### src/flash_ctrl_pkg.sv
// Shared constants and carrier types for the flash access and program/erase controller.
// Assumes a single system clock of 100 MHz and four flash modules.
package flash_ctrl_pkg;
    localparam int NUM_MODULES = 4;
    localparam int MOD_W = 2;
    localparam int ADDR_W = 24;
    localparam int DATA_W = 32;

    // Wait-state count; reset value is the largest that any clock rate needs.
    localparam int WS_W = 3;
    localparam logic [WS_W-1:0] WS_MIN = 3'h1;
    localparam logic [WS_W-1:0] WS_RESET = 3'h4;

    // Parallel program/erase limits depending on read activity.
    localparam int SYS_CLK_MHZ = 100;
    localparam int PAR_PE_MAX_MHZ = 80;
    localparam int PAR_PE_LIMIT = 4;
    localparam int SERIAL_PE_LIMIT = 1;
    localparam logic [MOD_W-1:0] SHARED_READ_MODULE = 2'h3;

    // Program and erase times, counted in ticks of the internal flash clock.
    localparam int FLASH_TICK_NS = 1000;
    localparam int ERASE_TYP_US = 7000;
    localparam int ERASE_MAX_US = 8000;
    localparam int PROG_TYP_US = 3000;
    localparam int PROG_MAX_US = 3500;
    localparam int ERASE_TICKS = ERASE_TYP_US * 1000 / FLASH_TICK_NS;
    localparam int ERASE_MAX_TICKS = ERASE_MAX_US * 1000 / FLASH_TICK_NS;
    localparam int PROG_TICKS = PROG_TYP_US * 1000 / FLASH_TICK_NS;
    localparam int PROG_MAX_TICKS = PROG_MAX_US * 1000 / FLASH_TICK_NS;
    localparam int TICK_W = 16;

    typedef enum logic [1:0] {FETCH_IDLE, FETCH_DEMAND, FETCH_AHEAD} fetch_e;

    typedef struct packed {
        logic req;
        logic erase;
        logic [MOD_W-1:0] target;
    } pe_cmd_s;

    typedef struct packed {
        logic valid;
        logic [DATA_W-1:0] data;
    } rd_ans_s;
endpackage

### src/pe_timer.sv
// One program/erase timer for a single flash module.
// Assumes flashTick is a one-cycle pulse per internal flash clock period.
`timescale 1ns/1ps
`default_nettype none
module pe_timer #(
    parameter int ERASE_TICKS = flash_ctrl_pkg::ERASE_TICKS,
    parameter int PROG_TICKS = flash_ctrl_pkg::PROG_TICKS
) (
    input wire logic clk, // system clock
    input wire logic nrst, // synchronous reset, active low
    input wire logic start, // one-cycle start pulse
    input wire logic erase, // 1 erase, 0 program, taken with start
    input wire logic flashTick, // internal flash clock tick
    output logic busy, // operation running
    output logic isErase, // running operation is an erase
    output logic done // one-cycle completion pulse
);
    typedef struct packed {
        logic busy;
        logic erase;
        logic done;
        logic [flash_ctrl_pkg::TICK_W-1:0] cnt;
    } timer_s;

    timer_s s_q, s_d;

    always_comb begin
        s_d = s_q;
        s_d.done = 1'b0;
        if (s_q.busy) begin
            if (flashTick) begin
                if (s_q.cnt == 16'h0001) begin
                    s_d.busy = 1'b0;
                    s_d.done = 1'b1;
                end
                s_d.cnt = s_q.cnt - 16'h0001;
            end
        end else if (start) begin
            // Duration comes from the flash clock; the extra start cycle is the sequencer overhead.
            s_d.busy = 1'b1;
            s_d.erase = erase;
            s_d.cnt = erase ? ERASE_TICKS[flash_ctrl_pkg::TICK_W-1:0] : PROG_TICKS[flash_ctrl_pkg::TICK_W-1:0];
        end
    end

    always_ff @(posedge clk) begin
        if (!nrst) begin
            s_q <= '0;
        end else begin
            s_q <= s_d;
        end
    end

    assign busy = s_q.busy;
    assign isErase = s_q.erase;
    assign done = s_q.done;

    erase_bound_a: assert property (@(posedge clk) disable iff (!nrst)
        s_q.busy && s_q.erase |-> s_q.cnt <= flash_ctrl_pkg::ERASE_MAX_TICKS)
        else $error("Erase count beyond its longest time.");

    prog_bound_a: assert property (@(posedge clk) disable iff (!nrst)
        s_q.busy && !s_q.erase |-> s_q.cnt <= flash_ctrl_pkg::PROG_MAX_TICKS)
        else $error("Program count beyond its longest time.");
endmodule
`default_nettype wire

### src/flash_access_and_program_control.sv
// Flash read path with wait states and prefetch, plus program/erase admission and timing.
// Assumes core requests, read masks and flash data are synchronous to clk; flash data is valid
// on the last wait-state cycle of a read.
// How it works
// - After reset every sector reads as blank and no protection is active.
// - Full wait states are spent only on non-sequential reads; sequential ones wait only for what is left of their prefetch.
// - The next word is fetched ahead so sequential reads outrun random ones.
// - Up to 4 modules program/erase at once when at most one is read, clock <= 80 MHz.
// - With several modules read only module 3 may program/erase, if it is not read itself and no other module is busy.
// - A sector erase completes within 8.0 ms, typically 7 ms.
// - A page program completes within 3.5 ms, typically 3 ms.
// - Program/erase durations count internal flash clock ticks plus small overhead.
// - All read sequencing runs on the system clock, so waits scale with its period.
`timescale 1ns/1ps
`default_nettype none
module flash_access_and_program_control #(
    parameter int ERASE_TICKS = flash_ctrl_pkg::ERASE_TICKS,
    parameter int PROG_TICKS = flash_ctrl_pkg::PROG_TICKS
) (
    input wire logic clk, // system clock
    input wire logic nrst, // synchronous reset, active low
    input wire logic wsLoad, // pulse: load a new wait-state count
    input wire logic [flash_ctrl_pkg::WS_W-1:0] wsValue, // wait-state count to load
    output logic [flash_ctrl_pkg::WS_W-1:0] waitStateCount, // current wait-state count
    input wire logic rdReq, // core read request
    input wire logic [flash_ctrl_pkg::ADDR_W-1:0] rdAddr, // core word address
    output logic rdReady, // request taken when rdReq and rdReady
    output flash_ctrl_pkg::rd_ans_s rdAns, // answer pulse with data
    output logic flashRdEn, // flash array read in progress
    output logic [flash_ctrl_pkg::ADDR_W-1:0] flashRdAddr, // flash array word address
    input wire logic [flash_ctrl_pkg::DATA_W-1:0] flashRdData, // flash array read data
    input wire logic [flash_ctrl_pkg::NUM_MODULES-1:0] readMask, // modules the core executes from
    input wire flash_ctrl_pkg::pe_cmd_s peCmd, // program/erase command
    output logic peAccept, // pulse: command started
    output logic peReject, // pulse: command refused
    input wire logic flashTick, // internal flash clock tick
    output logic [flash_ctrl_pkg::NUM_MODULES-1:0] peBusy, // module program/erase active
    output logic [flash_ctrl_pkg::NUM_MODULES-1:0] peErase, // active operation is erase
    output logic [flash_ctrl_pkg::NUM_MODULES-1:0] peDone, // pulse: operation finished
    output logic [flash_ctrl_pkg::NUM_MODULES-1:0] moduleBlank, // module holds no programmed data
    output logic protectActive // flash protection installed
);
    typedef struct packed {
        logic [flash_ctrl_pkg::WS_W-1:0] ws;
        flash_ctrl_pkg::fetch_e fetch;
        logic [flash_ctrl_pkg::ADDR_W-1:0] fetchAddr;
        logic [flash_ctrl_pkg::WS_W-1:0] fetchCnt;
        logic bufValid;
        logic [flash_ctrl_pkg::ADDR_W-1:0] bufAddr;
        logic [flash_ctrl_pkg::DATA_W-1:0] bufData;
        logic pendValid;
        logic [flash_ctrl_pkg::ADDR_W-1:0] pendAddr;
        flash_ctrl_pkg::rd_ans_s ans;
        logic accept;
        logic reject;
        logic [flash_ctrl_pkg::NUM_MODULES-1:0] blank;
    } ctrl_s;

    localparam logic [flash_ctrl_pkg::ADDR_W-1:0] ADDR_ONE = 24'h000001;
    localparam logic [flash_ctrl_pkg::WS_W-1:0] CNT_ONE = 3'h1;

    ctrl_s s_q, s_d;
    logic [flash_ctrl_pkg::NUM_MODULES-1:0] peStart;
    logic [flash_ctrl_pkg::NUM_MODULES-1:0] timerDone;
    logic [2:0] readCnt;
    logic [2:0] busyCnt;
    logic [2:0] peLimit;
    logic peOk;
    logic hit;
    logic fetchStart;

    // Read-activity and program/erase admission.
    always_comb begin
        readCnt = 3'h0;
        busyCnt = 3'h0;
        for (int i = 0; i < flash_ctrl_pkg::NUM_MODULES; i++) begin
            readCnt = readCnt + {2'h0, readMask[i]};
            busyCnt = busyCnt + {2'h0, peBusy[i]};
        end
        // At 100 MHz the parallel allowance is out of reach, so operations run one at a time.
        if (readCnt <= 3'h1 && flash_ctrl_pkg::SYS_CLK_MHZ <= flash_ctrl_pkg::PAR_PE_MAX_MHZ) begin
            peLimit = 3'(flash_ctrl_pkg::PAR_PE_LIMIT);
        end else begin
            peLimit = 3'(flash_ctrl_pkg::SERIAL_PE_LIMIT);
        end
        peOk = !peBusy[peCmd.target] && !readMask[peCmd.target]
            && (busyCnt < peLimit)
            && (readCnt <= 3'h1 || peCmd.target == flash_ctrl_pkg::SHARED_READ_MODULE);
        peStart = '0;
        if (peCmd.req && peOk) begin
            peStart[peCmd.target] = 1'b1;
        end
    end

    assign hit = s_q.pendValid && s_q.bufValid && (s_q.bufAddr == s_q.pendAddr);

    always_comb begin
        s_d = s_q;
        s_d.ans.valid = 1'b0;
        s_d.accept = peCmd.req && peOk;
        s_d.reject = peCmd.req && !peOk;
        fetchStart = 1'b0;
        if (wsLoad) begin
            s_d.ws = (wsValue < flash_ctrl_pkg::WS_MIN) ? flash_ctrl_pkg::WS_MIN : wsValue;
        end
        for (int i = 0; i < flash_ctrl_pkg::NUM_MODULES; i++) begin
            // A program starting in the cycle the previous operation ends is the newer event and wins.
            if (peStart[i] && !peCmd.erase) begin
                s_d.blank[i] = 1'b0;
            end else if (timerDone[i]) begin
                s_d.blank[i] = peErase[i];
            end
        end
        // Fetch engine: one word per wait-state window, clocked by the system clock.
        if (s_q.fetch != flash_ctrl_pkg::FETCH_IDLE) begin
            if (s_q.fetchCnt == CNT_ONE) begin
                s_d.fetch = flash_ctrl_pkg::FETCH_IDLE;
                s_d.bufValid = 1'b1;
                s_d.bufAddr = s_q.fetchAddr;
                s_d.bufData = flashRdData;
            end else begin
                s_d.fetchCnt = s_q.fetchCnt - CNT_ONE;
            end
        end
        if (hit) begin
            s_d.ans.valid = 1'b1;
            s_d.ans.data = s_q.bufData;
            s_d.pendValid = 1'b0;
            if (s_d.fetch == flash_ctrl_pkg::FETCH_IDLE) begin
                s_d.fetch = flash_ctrl_pkg::FETCH_AHEAD;
                s_d.fetchAddr = s_q.pendAddr + ADDR_ONE;
                s_d.fetchCnt = s_q.ws;
                fetchStart = 1'b1;
            end
        end else if (s_q.pendValid) begin
            // A fetch already under way for this word only costs its remaining cycles.
            if (s_q.fetch == flash_ctrl_pkg::FETCH_IDLE || s_q.fetchAddr != s_q.pendAddr) begin
                s_d.fetch = flash_ctrl_pkg::FETCH_DEMAND;
                s_d.fetchAddr = s_q.pendAddr;
                s_d.fetchCnt = s_q.ws;
                fetchStart = 1'b1;
            end
        end
        if (!s_q.pendValid && rdReq) begin
            s_d.pendValid = 1'b1;
            s_d.pendAddr = rdAddr;
        end
    end

    always_ff @(posedge clk) begin
        if (!nrst) begin
            s_q <= '0;
            s_q.ws <= flash_ctrl_pkg::WS_RESET;
            s_q.fetch <= flash_ctrl_pkg::FETCH_IDLE;
            s_q.blank <= '1;
        end else begin
            s_q <= s_d;
        end
    end

    genvar m;
    generate
        for (m = 0; m < flash_ctrl_pkg::NUM_MODULES; m++) begin : gModule
            pe_timer #(
                .ERASE_TICKS(ERASE_TICKS),
                .PROG_TICKS(PROG_TICKS)
            ) uTimer (
                .clk(clk),
                .nrst(nrst),
                .start(peStart[m]),
                .erase(peCmd.erase),
                .flashTick(flashTick),
                .busy(peBusy[m]),
                .isErase(peErase[m]),
                .done(timerDone[m])
            );
        end
    endgenerate

    assign peDone = timerDone;
    assign waitStateCount = s_q.ws;
    assign rdReady = !s_q.pendValid;
    assign rdAns = s_q.ans;
    assign flashRdEn = (s_q.fetch != flash_ctrl_pkg::FETCH_IDLE);
    assign flashRdAddr = s_q.fetchAddr;
    assign peAccept = s_q.accept;
    assign peReject = s_q.reject;
    assign moduleBlank = s_q.blank;
    assign protectActive = 1'b0;

    ws_reset_a: assert property (@(posedge clk)
        $rose(nrst) |-> waitStateCount == 3'h4)
        else $error("Wait states not at largest value after reset.");

    blank_reset_a: assert property (@(posedge clk)
        $rose(nrst) |-> moduleBlank == 4'hF && !protectActive)
        else $error("Flash not blank and unprotected after reset.");

    fetch_len_a: assert property (@(posedge clk) disable iff (!nrst)
        fetchStart |=> flashRdEn && s_q.fetchCnt == $past(s_q.ws))
        else $error("Fetch window differs from wait-state count.");

    seq_hit_a: assert property (@(posedge clk) disable iff (!nrst)
        hit |=> rdAns.valid && rdAns.data == $past(s_q.bufData))
        else $error("Buffered word not answered next cycle.");

    prefetch_next_a: assert property (@(posedge clk) disable iff (!nrst)
        hit && s_q.fetch == flash_ctrl_pkg::FETCH_IDLE
        |=> flashRdEn && flashRdAddr == $past(s_q.pendAddr) + ADDR_ONE)
        else $error("No prefetch of the following word.");

    miss_wait_a: assert property (@(posedge clk) disable iff (!nrst)
        s_q.pendValid && !hit && s_q.fetch == flash_ctrl_pkg::FETCH_IDLE && s_q.ws == 3'h2
        |=> !rdAns.valid [*3] ##1 rdAns.valid)
        else $error("Miss answered outside its wait-state window.");

    pe_self_a: assert property (@(posedge clk) disable iff (!nrst)
        (peStart & readMask) == 4'h0)
        else $error("Program/erase started on a module being read.");

    pe_limit_a: assert property (@(posedge clk) disable iff (!nrst)
        busyCnt <= 3'h4 && (flash_ctrl_pkg::SYS_CLK_MHZ <= flash_ctrl_pkg::PAR_PE_MAX_MHZ || busyCnt <= 3'h1))
        else $error("Too many modules in program/erase.");

    pe_serial_a: assert property (@(posedge clk) disable iff (!nrst)
        readCnt > 3'h1 && busyCnt != 3'h0 |-> peStart == 4'h0)
        else $error("Second program/erase started during multi-module reads.");
endmodule
`default_nettype wire

### config.mk
export PLATFORM = sky130hd
export DESIGN_NAME = flash_access_and_program_control
export DESIGN_NICKNAME = d
export VERILOG_FILES = /design/src/flash_ctrl_pkg.sv /design/src/pe_timer.sv /design/src/flash_access_and_program_control.sv
export SDC_FILE = /design/constraint.sdc
export NUM_CORES = 1
export LEC_CHECK = 0
export BUFFER_PORTS_ARGS = -buffer_cell sky130_fd_sc_hd__clkbuf_2
export CORE_MARGIN = 4
export CORE_UTILIZATION = 35
export DETAILED_ROUTE_END_ITERATION = 8
export PLACE_DENSITY = 0.63
export SYNTH_ARGS = -nofsm -noshare
export SYNTH_HDL_FRONTEND = slang
export SYNTH_SLANG_ARGS = --single-unit
### constraint.sdc
create_clock -name clk -period 3.9 [get_ports clk]
set_clock_uncertainty 0.1 [all_clocks]
set_input_delay 0.78 -clock clk [delete_from_list [all_inputs] [get_ports clk]]
set_output_delay 0.78 -clock clk [all_outputs]
set_load 0.05 [all_outputs]
==> run_results.csv, run 1 <==
group,metric,value,unit
timing,finalWorstSetupSlack,722,ps
power,p_leak,4.96,nW
global_routing,antenna_violations_before_repair,0,
clock_network,clock_sinks,229,
critical_path,r2r.worst_path.cells,9,
place,dp_hpwl,20600,um
run,cap_viol_max_count,0,
cells_and_area,finalCoreUtilization,0.400,
timing,setup_total_negative_slack,0,ps
die,die_x,188,um
synth,synthesis.nets,1527,
synth,yosys_register_bits,229,
clock_network,post-cts-setup-buffers,0,
cells_and_area,final_net_count,1558,
timing,rsz_0062_raised_after_global_routing,"false",
die,placement_rows,65,
global_routing,maximum_number_of_pins_on_one_net_before_global_route_repair,124,
synth,synth_async_sr_flop_share,0,
timing,maxSlewViolCount,0,
critical_path,crit-reg2reg-launch,"s_q[58]",
synth,synth_top_area_cell,"sky130_fd_sc_hd__dfxtp_1",
global_routing,grt_use_total,0.166,
global_routing,first_global_vias,9443,
cells_and_area,ff_latch_area,4580,um2
clock_network,worstSkewPairLatency,530,ps
cells_and_area,fraction_of_layout_cells_with_a_size_suffix_above_1,0.161,
global_routing,grt_overflow,0,
clock_network,cts-resized-gates,0,
routing,drt-initial-drc-count,670,
synth,synthFlopType,"sky130_fd_sc_hd__dfxtp_1",
timing,timing.final.crit_share,0.815,
synth,synth.cell_area,11300,um2
place,place.port_buffers,151,
routing,firstDrtPassIters,5,
global_routing,wire_length_of_the_first_global_routing_pass,49600,um
hold_path,min_path_cells,2,
die,die_area,35200,um2
timing,timing.slew.headroom,0.411,
place,preCtsSetupSlack,214,ps
status,run_status,"completed",
clock_network,htree_levels,1,
critical_path,crit_required,4190,ps
synth,synth_top_area_share,0.406,
synth,ys.warnings.count,0,
power,cellPowerDensity,453,nW/um2
routing,wl_per_cell,16.1,um
critical_path,criticalPathCategory,"in2reg",
critical_path,arrival_time_of_the_worst_setup_path,3470,ps
clock_network,path_clk_slew,60,ps
critical_path,critPathMaxFanout,6,
cells_and_area,num_antenna_cells,0,
place,finalWeightedCongestion,0.852,
routing,route.detailed.vias_per_inst,5.22,
synth,synth_seq_area_share,0.406,
routing,wirelength,30400,um
synth,syn_avg_cell_area,7.85,um2
die,pin_count,153,
timing,post-route-min-period,3180,ps
timing,setup_viol,0,
synth,ys_top_cells_by_area,"sky130_fd_sc_hd__dfxtp_1 (41%), sky130_fd_sc_hd__nand2_1 (9.7%), sky130_fd_sc_hd__a21oi_1 (7.8%)",
critical_path,endpoint_kind,"register",
clock_network,ctsRootBufferMaster,"sky130_fd_sc_hd__clkbuf_16",
hold_path,worst_hold_startpoint,"s_q[79]",
cells_and_area,synth_to_layout_area_growth,12.1,%
die,chipHeight,188,um
routing,drc_markers,0,
synth,synth.distinct_cells,70,
cells_and_area,multi_input_area,5570,um2
cells_and_area,num-fill-cells,3278,
timing,worst_slew_pin_slew,881,ps
synth,netlist_instances,1437,
clock_network,clk_path_buf_depth,3,
cells_and_area,layout_common_cells,"sky130_fd_sc_hd__nand2_1 (290), sky130_fd_sc_hd__dfxtp_1 (229), sky130_fd_sc_hd__a21oi_1 (175), sky130_fd_sc_hd__clkbuf_2 (151), sky130_fd_sc_hd__nor2_1 (95)",
clock_network,post_cts_hold_buffer_count,0,
cells_and_area,most_frequent_standard_cell_in_the_layout_excluding_fill_and_tap_cells,"sky130_fd_sc_hd__nand2_1",
hold_path,worst_hold_path_type,"reg2reg",
die,core-area,31600,um2
critical_path,critical_path.reg2reg.endpoint,"flashRdAddr[4]",
hold_path,timing.hold.worst_endpoint,"rdAns[15]",
timing,fmaxAchievable,0.315,GHz
die,floorplan.initialDensity,0.357,
power,worst_supply_voltage_drop_on_vdd,0.305,mV
timing,number_of_failing_hold_endpoints_at_the_final_stage,0,
clock_network,cts_made_buffers,26,
routing,detail-route-antenna-nets,0,
routing,route.vias.total,9857,
critical_path,crit_path_start_kind,"input port",
critical_path,regToRegSetupSlack,940,ps
clock_network,tritoncts_clock_tree,"yes",
synth,synth_enable_flop_cells,0,
[synthesized netlist by cell type (3+ instances only)]
cell type                   number
sky130_fd_sc_hd__o211ai_1        4
sky130_fd_sc_hd__buf_6           9
sky130_fd_sc_hd__nand2_1       291
sky130_fd_sc_hd__o31ai_1         5
sky130_fd_sc_hd__or3_1           8
sky130_fd_sc_hd__nor2_1         96
sky130_fd_sc_hd__nand3_1        39
sky130_fd_sc_hd__buf_4          80
sky130_fd_sc_hd__a211oi_1        7
sky130_fd_sc_hd__a311oi_1        3
sky130_fd_sc_hd__or4_1           3
sky130_fd_sc_hd__o211a_1         4
sky130_fd_sc_hd__o21a_1          6
sky130_fd_sc_hd__and4_1          3
sky130_fd_sc_hd__nor4_1         27
sky130_fd_sc_hd__a21boi_0        5
sky130_fd_sc_hd__nor2b_1         7
sky130_fd_sc_hd__ha_1           16
sky130_fd_sc_hd__a221o_1        10
sky130_fd_sc_hd__a21oi_1       175
sky130_fd_sc_hd__nor3b_1        13
sky130_fd_sc_hd__nor3_2          4
sky130_fd_sc_hd__and2_1          9
sky130_fd_sc_hd__o21ai_0        48
sky130_fd_sc_hd__o22ai_1         7
sky130_fd_sc_hd__nor4_2          3
sky130_fd_sc_hd__a31oi_1        10
sky130_fd_sc_hd__xnor2_1        40
sky130_fd_sc_hd__o32ai_1         3
sky130_fd_sc_hd__mux2i_1         8
sky130_fd_sc_hd__inv_1          28
sky130_fd_sc_hd__a22oi_1         4
sky130_fd_sc_hd__xor2_1         29
sky130_fd_sc_hd__buf_2          14
sky130_fd_sc_hd__and3_1          9
sky130_fd_sc_hd__nor3_1         37
sky130_fd_sc_hd__nand2b_1       13
sky130_fd_sc_hd__dfxtp_1       229
sky130_fd_sc_hd__nand4_1        18
sky130_fd_sc_hd__clkbuf_1       68
sky130_fd_sc_hd__o31a_1          5
sky130_fd_sc_hd__o2bb2ai_1       3
[registers in the layout, indices dropped and copies added (netlist names)]
signal / count
rdAns: 33
gModule.uTimer.done: 4
gModule.uTimer.isErase: 4
gModule.uTimer.s_q: 64
peReject: 1
gModule.uTimer.busy: 4
s_q: 87
flashRdAddr: 24
peAccept: 1
waitStateCount: 3
moduleBlank: 4
[worst max path at each step]
stage	cells past startpoint	from	slack [ps]	to
after floorplan	14	readMask[0]	390	gModule[1].uTimer.s_q[13]
after global placement	15	readMask[0]	270	gModule[2].uTimer.s_q[7]
after global routing	14	readMask[0]	410	gModule[0].uTimer.s_q[15]
final	15	readMask[0]	720	gModule[0].uTimer.s_q[5]
after CTS	15	readMask[0]	760	gModule[2].uTimer.s_q[13]
after detailed placement	15	readMask[0]	210	gModule[2].uTimer.s_q[13]
[metal layers]
metal	GRT usage	part of all wire	vias up
met1	0.218	0.45	4661
met4	0.0466	0.028	0
met3	0.0300	0.052	50
met2	0.281	0.47	255
met5	0	0	-
li1	-	-	4891
[area by class of cell]
class,instances,share of cell area
clock buffer,37,0.0612
tap,402,0.0398
inverter,29,0.00901
multi-input combinational,1006,0.441
clock inverter,11,0.0110
sequential,229,0.363
timing repair buffer,176,0.0756
[critical path, stage by stage]
cell	delay (ps)
sky130_fd_sc_hd__clkbuf_2	90
sky130_fd_sc_hd__inv_1	50
sky130_fd_sc_hd__fa_1	520
sky130_fd_sc_hd__inv_1	40
sky130_fd_sc_hd__ha_1	190
sky130_fd_sc_hd__inv_1	80
sky130_fd_sc_hd__ha_1	230
sky130_fd_sc_hd__nor3b_1	300
sky130_fd_sc_hd__o311ai_2	230
sky130_fd_sc_hd__nor2_1	210
sky130_fd_sc_hd__and2_1	270
sky130_fd_sc_hd__a21oi_1	100
sky130_fd_sc_hd__buf_4	160
sky130_fd_sc_hd__a21oi_1	120
sky130_fd_sc_hd__o32ai_1	100
[logic make-up after synthesis]
group / count (synthesis) / synth area share
xor+xnor: 69 / 0.0536
other cells: 1 / 0.000332
compound gates: 313 / 0.164
simple gates: 596 / 0.245
flops: 229 / 0.406
mux: 9 / 0.00810
fa+ha+maj: 18 / 0.0213
buf+inv: 202 / 0.101
[power breakdown]
| group | switching, W | internal (W) | total [W] |
|---|---|---|---|
| Combinational | 0.000418 | 0.000223 | 0.000641 |
| Clock | 0.00101 | 0.00158 | 0.00259 |
| Sequential | 0.0000900 | 0.00241 | 0.00250 |
[metrics by stage]
step / cell area, um2 / total power, W / hold WS [ps] / instances
floorplan: 11300 / 0.00302 / 323 / 1437
global placement: 11700 / 0.00317 / 340 / 1842
detailed placement: 11700 / 0.00319 / 346 / 1842
CTS: 12600 / 0.00580 / 341 / 1890
global route: 12600 / 0.00596 / 358 / 1890
finish: 12600 / 0.00573 / 350 / 1890
Power figures use the tool's default switching activity.
==> run 2: changes to the inputs <==
clock period = 3.2 ns   (was 3.9 ns; I/O delays follow)
==> run_results.csv, run 2 (same netlist as run 1, synthesis figures left out) <==
group,metric,value,unit
status,run_status,"completed",
global_routing,wire_length_of_the_first_global_routing_pass,49700,um
place,finalWeightedCongestion,0.849,
routing,firstDrtPassIters,5,
hold_path,worst_hold_path_type,"in2reg",
routing,route.vias.total,10041,
routing,detail-route-antenna-nets,0,
place,placed_cells,1872,
timing,post-route-min-period,2870,ps
timing,setup_viol,0,
die,pin_count,153,
critical_path,cp_slowest_stage_delay,530,ps
clock_network,htree_levels,1,
timing,worst_slew_pin_slew,891,ps
clock_network,cts_made_buffers,28,
clock_network,ctsRootBufferMaster,"sky130_fd_sc_hd__clkbuf_16",
global_routing,grt_use_met1,0.218,
clock_network,tritoncts_clock_tree,"yes",
die,die_x,188,um
timing,maxSlewViolCount,0,
critical_path,critPathMaxFanout,8,
cells_and_area,num-fill-cells,3197,
critical_path,crit_chain,"clkbuf_2, inv_1, fa_1, inv_1, ha_1, inv_1, ha_1, nor3b_2, o311ai_4, nor2_1, and3_1, nor2_1, buf_4, o21ai_0, a21oi_1",
timing,timing.final.crit_share,0.896,
timing,fmaxAchievable,0.349,GHz
critical_path,endpoint_kind,"register",
cells_and_area,finalNonFillerCells,1921,
power,worst_supply_voltage_drop_on_vdd,0.410,mV
critical_path,crit_path_start_kind,"input port",
global_routing,grt.busiest_layer,"met2",
timing,number_of_failing_hold_endpoints_at_the_final_stage,0,
run,cap_viol_max_count,0,
critical_path,buffers_plus_inverters_on_the_worst_setup_path,5,
global_routing,antenna_violations_before_repair,0,
cells_and_area,num_antenna_cells,0,
critical_path,timing.critical_path.slowest_stage_cell,"sky130_fd_sc_hd__fa_1",
global_routing,grt_overflow,0,
cells_and_area,largest-register,"s_q",
cells_and_area,most_frequent_standard_cell_in_the_layout_excluding_fill_and_tap_cells,"sky130_fd_sc_hd__nand2_1",
power,cellPowerDensity,546,nW/um2
power,p_leak,5.14,nW
routing,drt-initial-drc-count,548,
clock_network,clock_sinks,229,
global_routing,first_global_vias,9592,
routing,wirelength,30000,um
clock_network,cts-resized-gates,0,
die,placement_rows,65,
critical_path,crit_required,3500,ps
die,floorplan.initialDensity,0.357,
critical_path,crit_family,"adder cells",
cells_and_area,synth_to_layout_area_growth,14.7,%
timing,timing.slew.headroom,0.405,
clock_network,post_cts_hold_buffer_count,0,
routing,route.detailed.vias_per_inst,5.23,
clock_network,worstSkewPairLatency,530,ps
place,place.port_buffers,151,
routing,drc_markers,0,
cells_and_area,largest_register_ff_count,87,
die,core-area,31600,um2
cells_and_area,final_net_count,1590,
global_routing,use_met2,0.286,
clock_network,post-cts-setup-buffers,0,
timing,rsz_0062_raised_after_global_routing,"false",
critical_path,criticalPathCategory,"in2reg",
timing,whs,223,ps
die,chipHeight,188,um
critical_path,arrival_time_of_the_worst_setup_path,3170,ps
clock_network,clk_path_buf_depth,3,
global_routing,grt_use_total,0.164,
die,die_area,35200,um2
cells_and_area,finalCoreUtilization,0.409,
cells_and_area,fraction_of_layout_cells_with_a_size_suffix_above_1,0.178,
place,dp_hpwl,20700,um
critical_path,path_common_cell,"sky130_fd_sc_hd__inv_1",
global_routing,maximum_number_of_pins_on_one_net_before_global_route_repair,128,
cells_and_area,layout_common_cells,"sky130_fd_sc_hd__nand2_1 (289), sky130_fd_sc_hd__dfxtp_1 (229), sky130_fd_sc_hd__a21oi_1 (174), sky130_fd_sc_hd__clkbuf_2 (151), sky130_fd_sc_hd__nor2_1 (95)",
global_routing,grt_use_met3,0.0257,
clock_network,path_clk_slew,60,ps
routing,wl_per_cell,15.6,um
==> run 2: power breakdown <==
part           leakage, nW  internal, W  switching [W]  total, W
clock                0.466      0.00199        0.00121   0.00320
combinational         2.82     0.000302       0.000522  0.000824
sequential            1.86      0.00294       0.000104   0.00304
total                 5.14      0.00523        0.00183   0.00706
==> run 2: worst paths after layout <==
check                                            start                  endpoint  slack [ps]  cells past startpoint
worst max-delay path                       readMask[0]  gModule[2].uTimer.s_q[7]         330                     15
worst min register to register               rdAns[24]                 rdAns[24]         350                      2
worst min-delay path                   flashRdData[21]                   s_q[85]         220                      3
worst max register to register  gModule[0].uTimer.busy  gModule[2].uTimer.s_q[7]         440                     10
==> run 2: layer usage <==
| layer | part of all wire | vias up |
|---|---|---|
| met5 | 0 | - |
| met4 | 0.019 | 0 |
| met3 | 0.053 | 41 |
| met2 | 0.48 | 265 |
| met1 | 0.44 | 4766 |
| li1 | - | 4969 |
==> run 2: metrics by stage <==
| step | total power, W | area, um2 | setup slack, ps | TNS, ps |
|---|---|---|---|---|
| 2_1_floorplan | 0.00369 | 11300 | 10.4 | 0 |
| 3_3_place_gp | 0.00391 | 12000 | -126 | -2180 |
| 3_5_place_dp | 0.00392 | 12000 | -196 | -4560 |
| 4_1_cts | 0.00715 | 12900 | 352 | 0 |
| 5_1_grt | 0.00737 | 12900 | 92.6 | 0 |
| 6_report | 0.00706 | 12900 | 333 | 0 |
==> run 2: area by class of cell <==
| cell class | count | area [um2] | share of cell area |
|---|---|---|---|
| clock buffer | 43 | 858 | 0.0664 |
| clock inverter | 6 | 83.8 | 0.00648 |
| inverter | 29 | 114 | 0.00880 |
| multi-input combinational | 1006 | 5600 | 0.433 |
| sequential | 229 | 4580 | 0.354 |
| tap | 402 | 503 | 0.0389 |
| timing repair buffer | 206 | 1190 | 0.0923 |
==> run 2: worst register-to-register path: stages, from the launching register on <==
cell                       delay (ps)
sky130_fd_sc_hd__dfxtp_1          320
sky130_fd_sc_hd__fa_1             530
sky130_fd_sc_hd__ha_1             220
sky130_fd_sc_hd__nor3_1           380
sky130_fd_sc_hd__o311ai_4         230
sky130_fd_sc_hd__nor2_1           180
sky130_fd_sc_hd__and3_1           200
sky130_fd_sc_hd__nor2_1            50
sky130_fd_sc_hd__buf_4            170
sky130_fd_sc_hd__o21ai_0          160
sky130_fd_sc_hd__a21oi_1           80
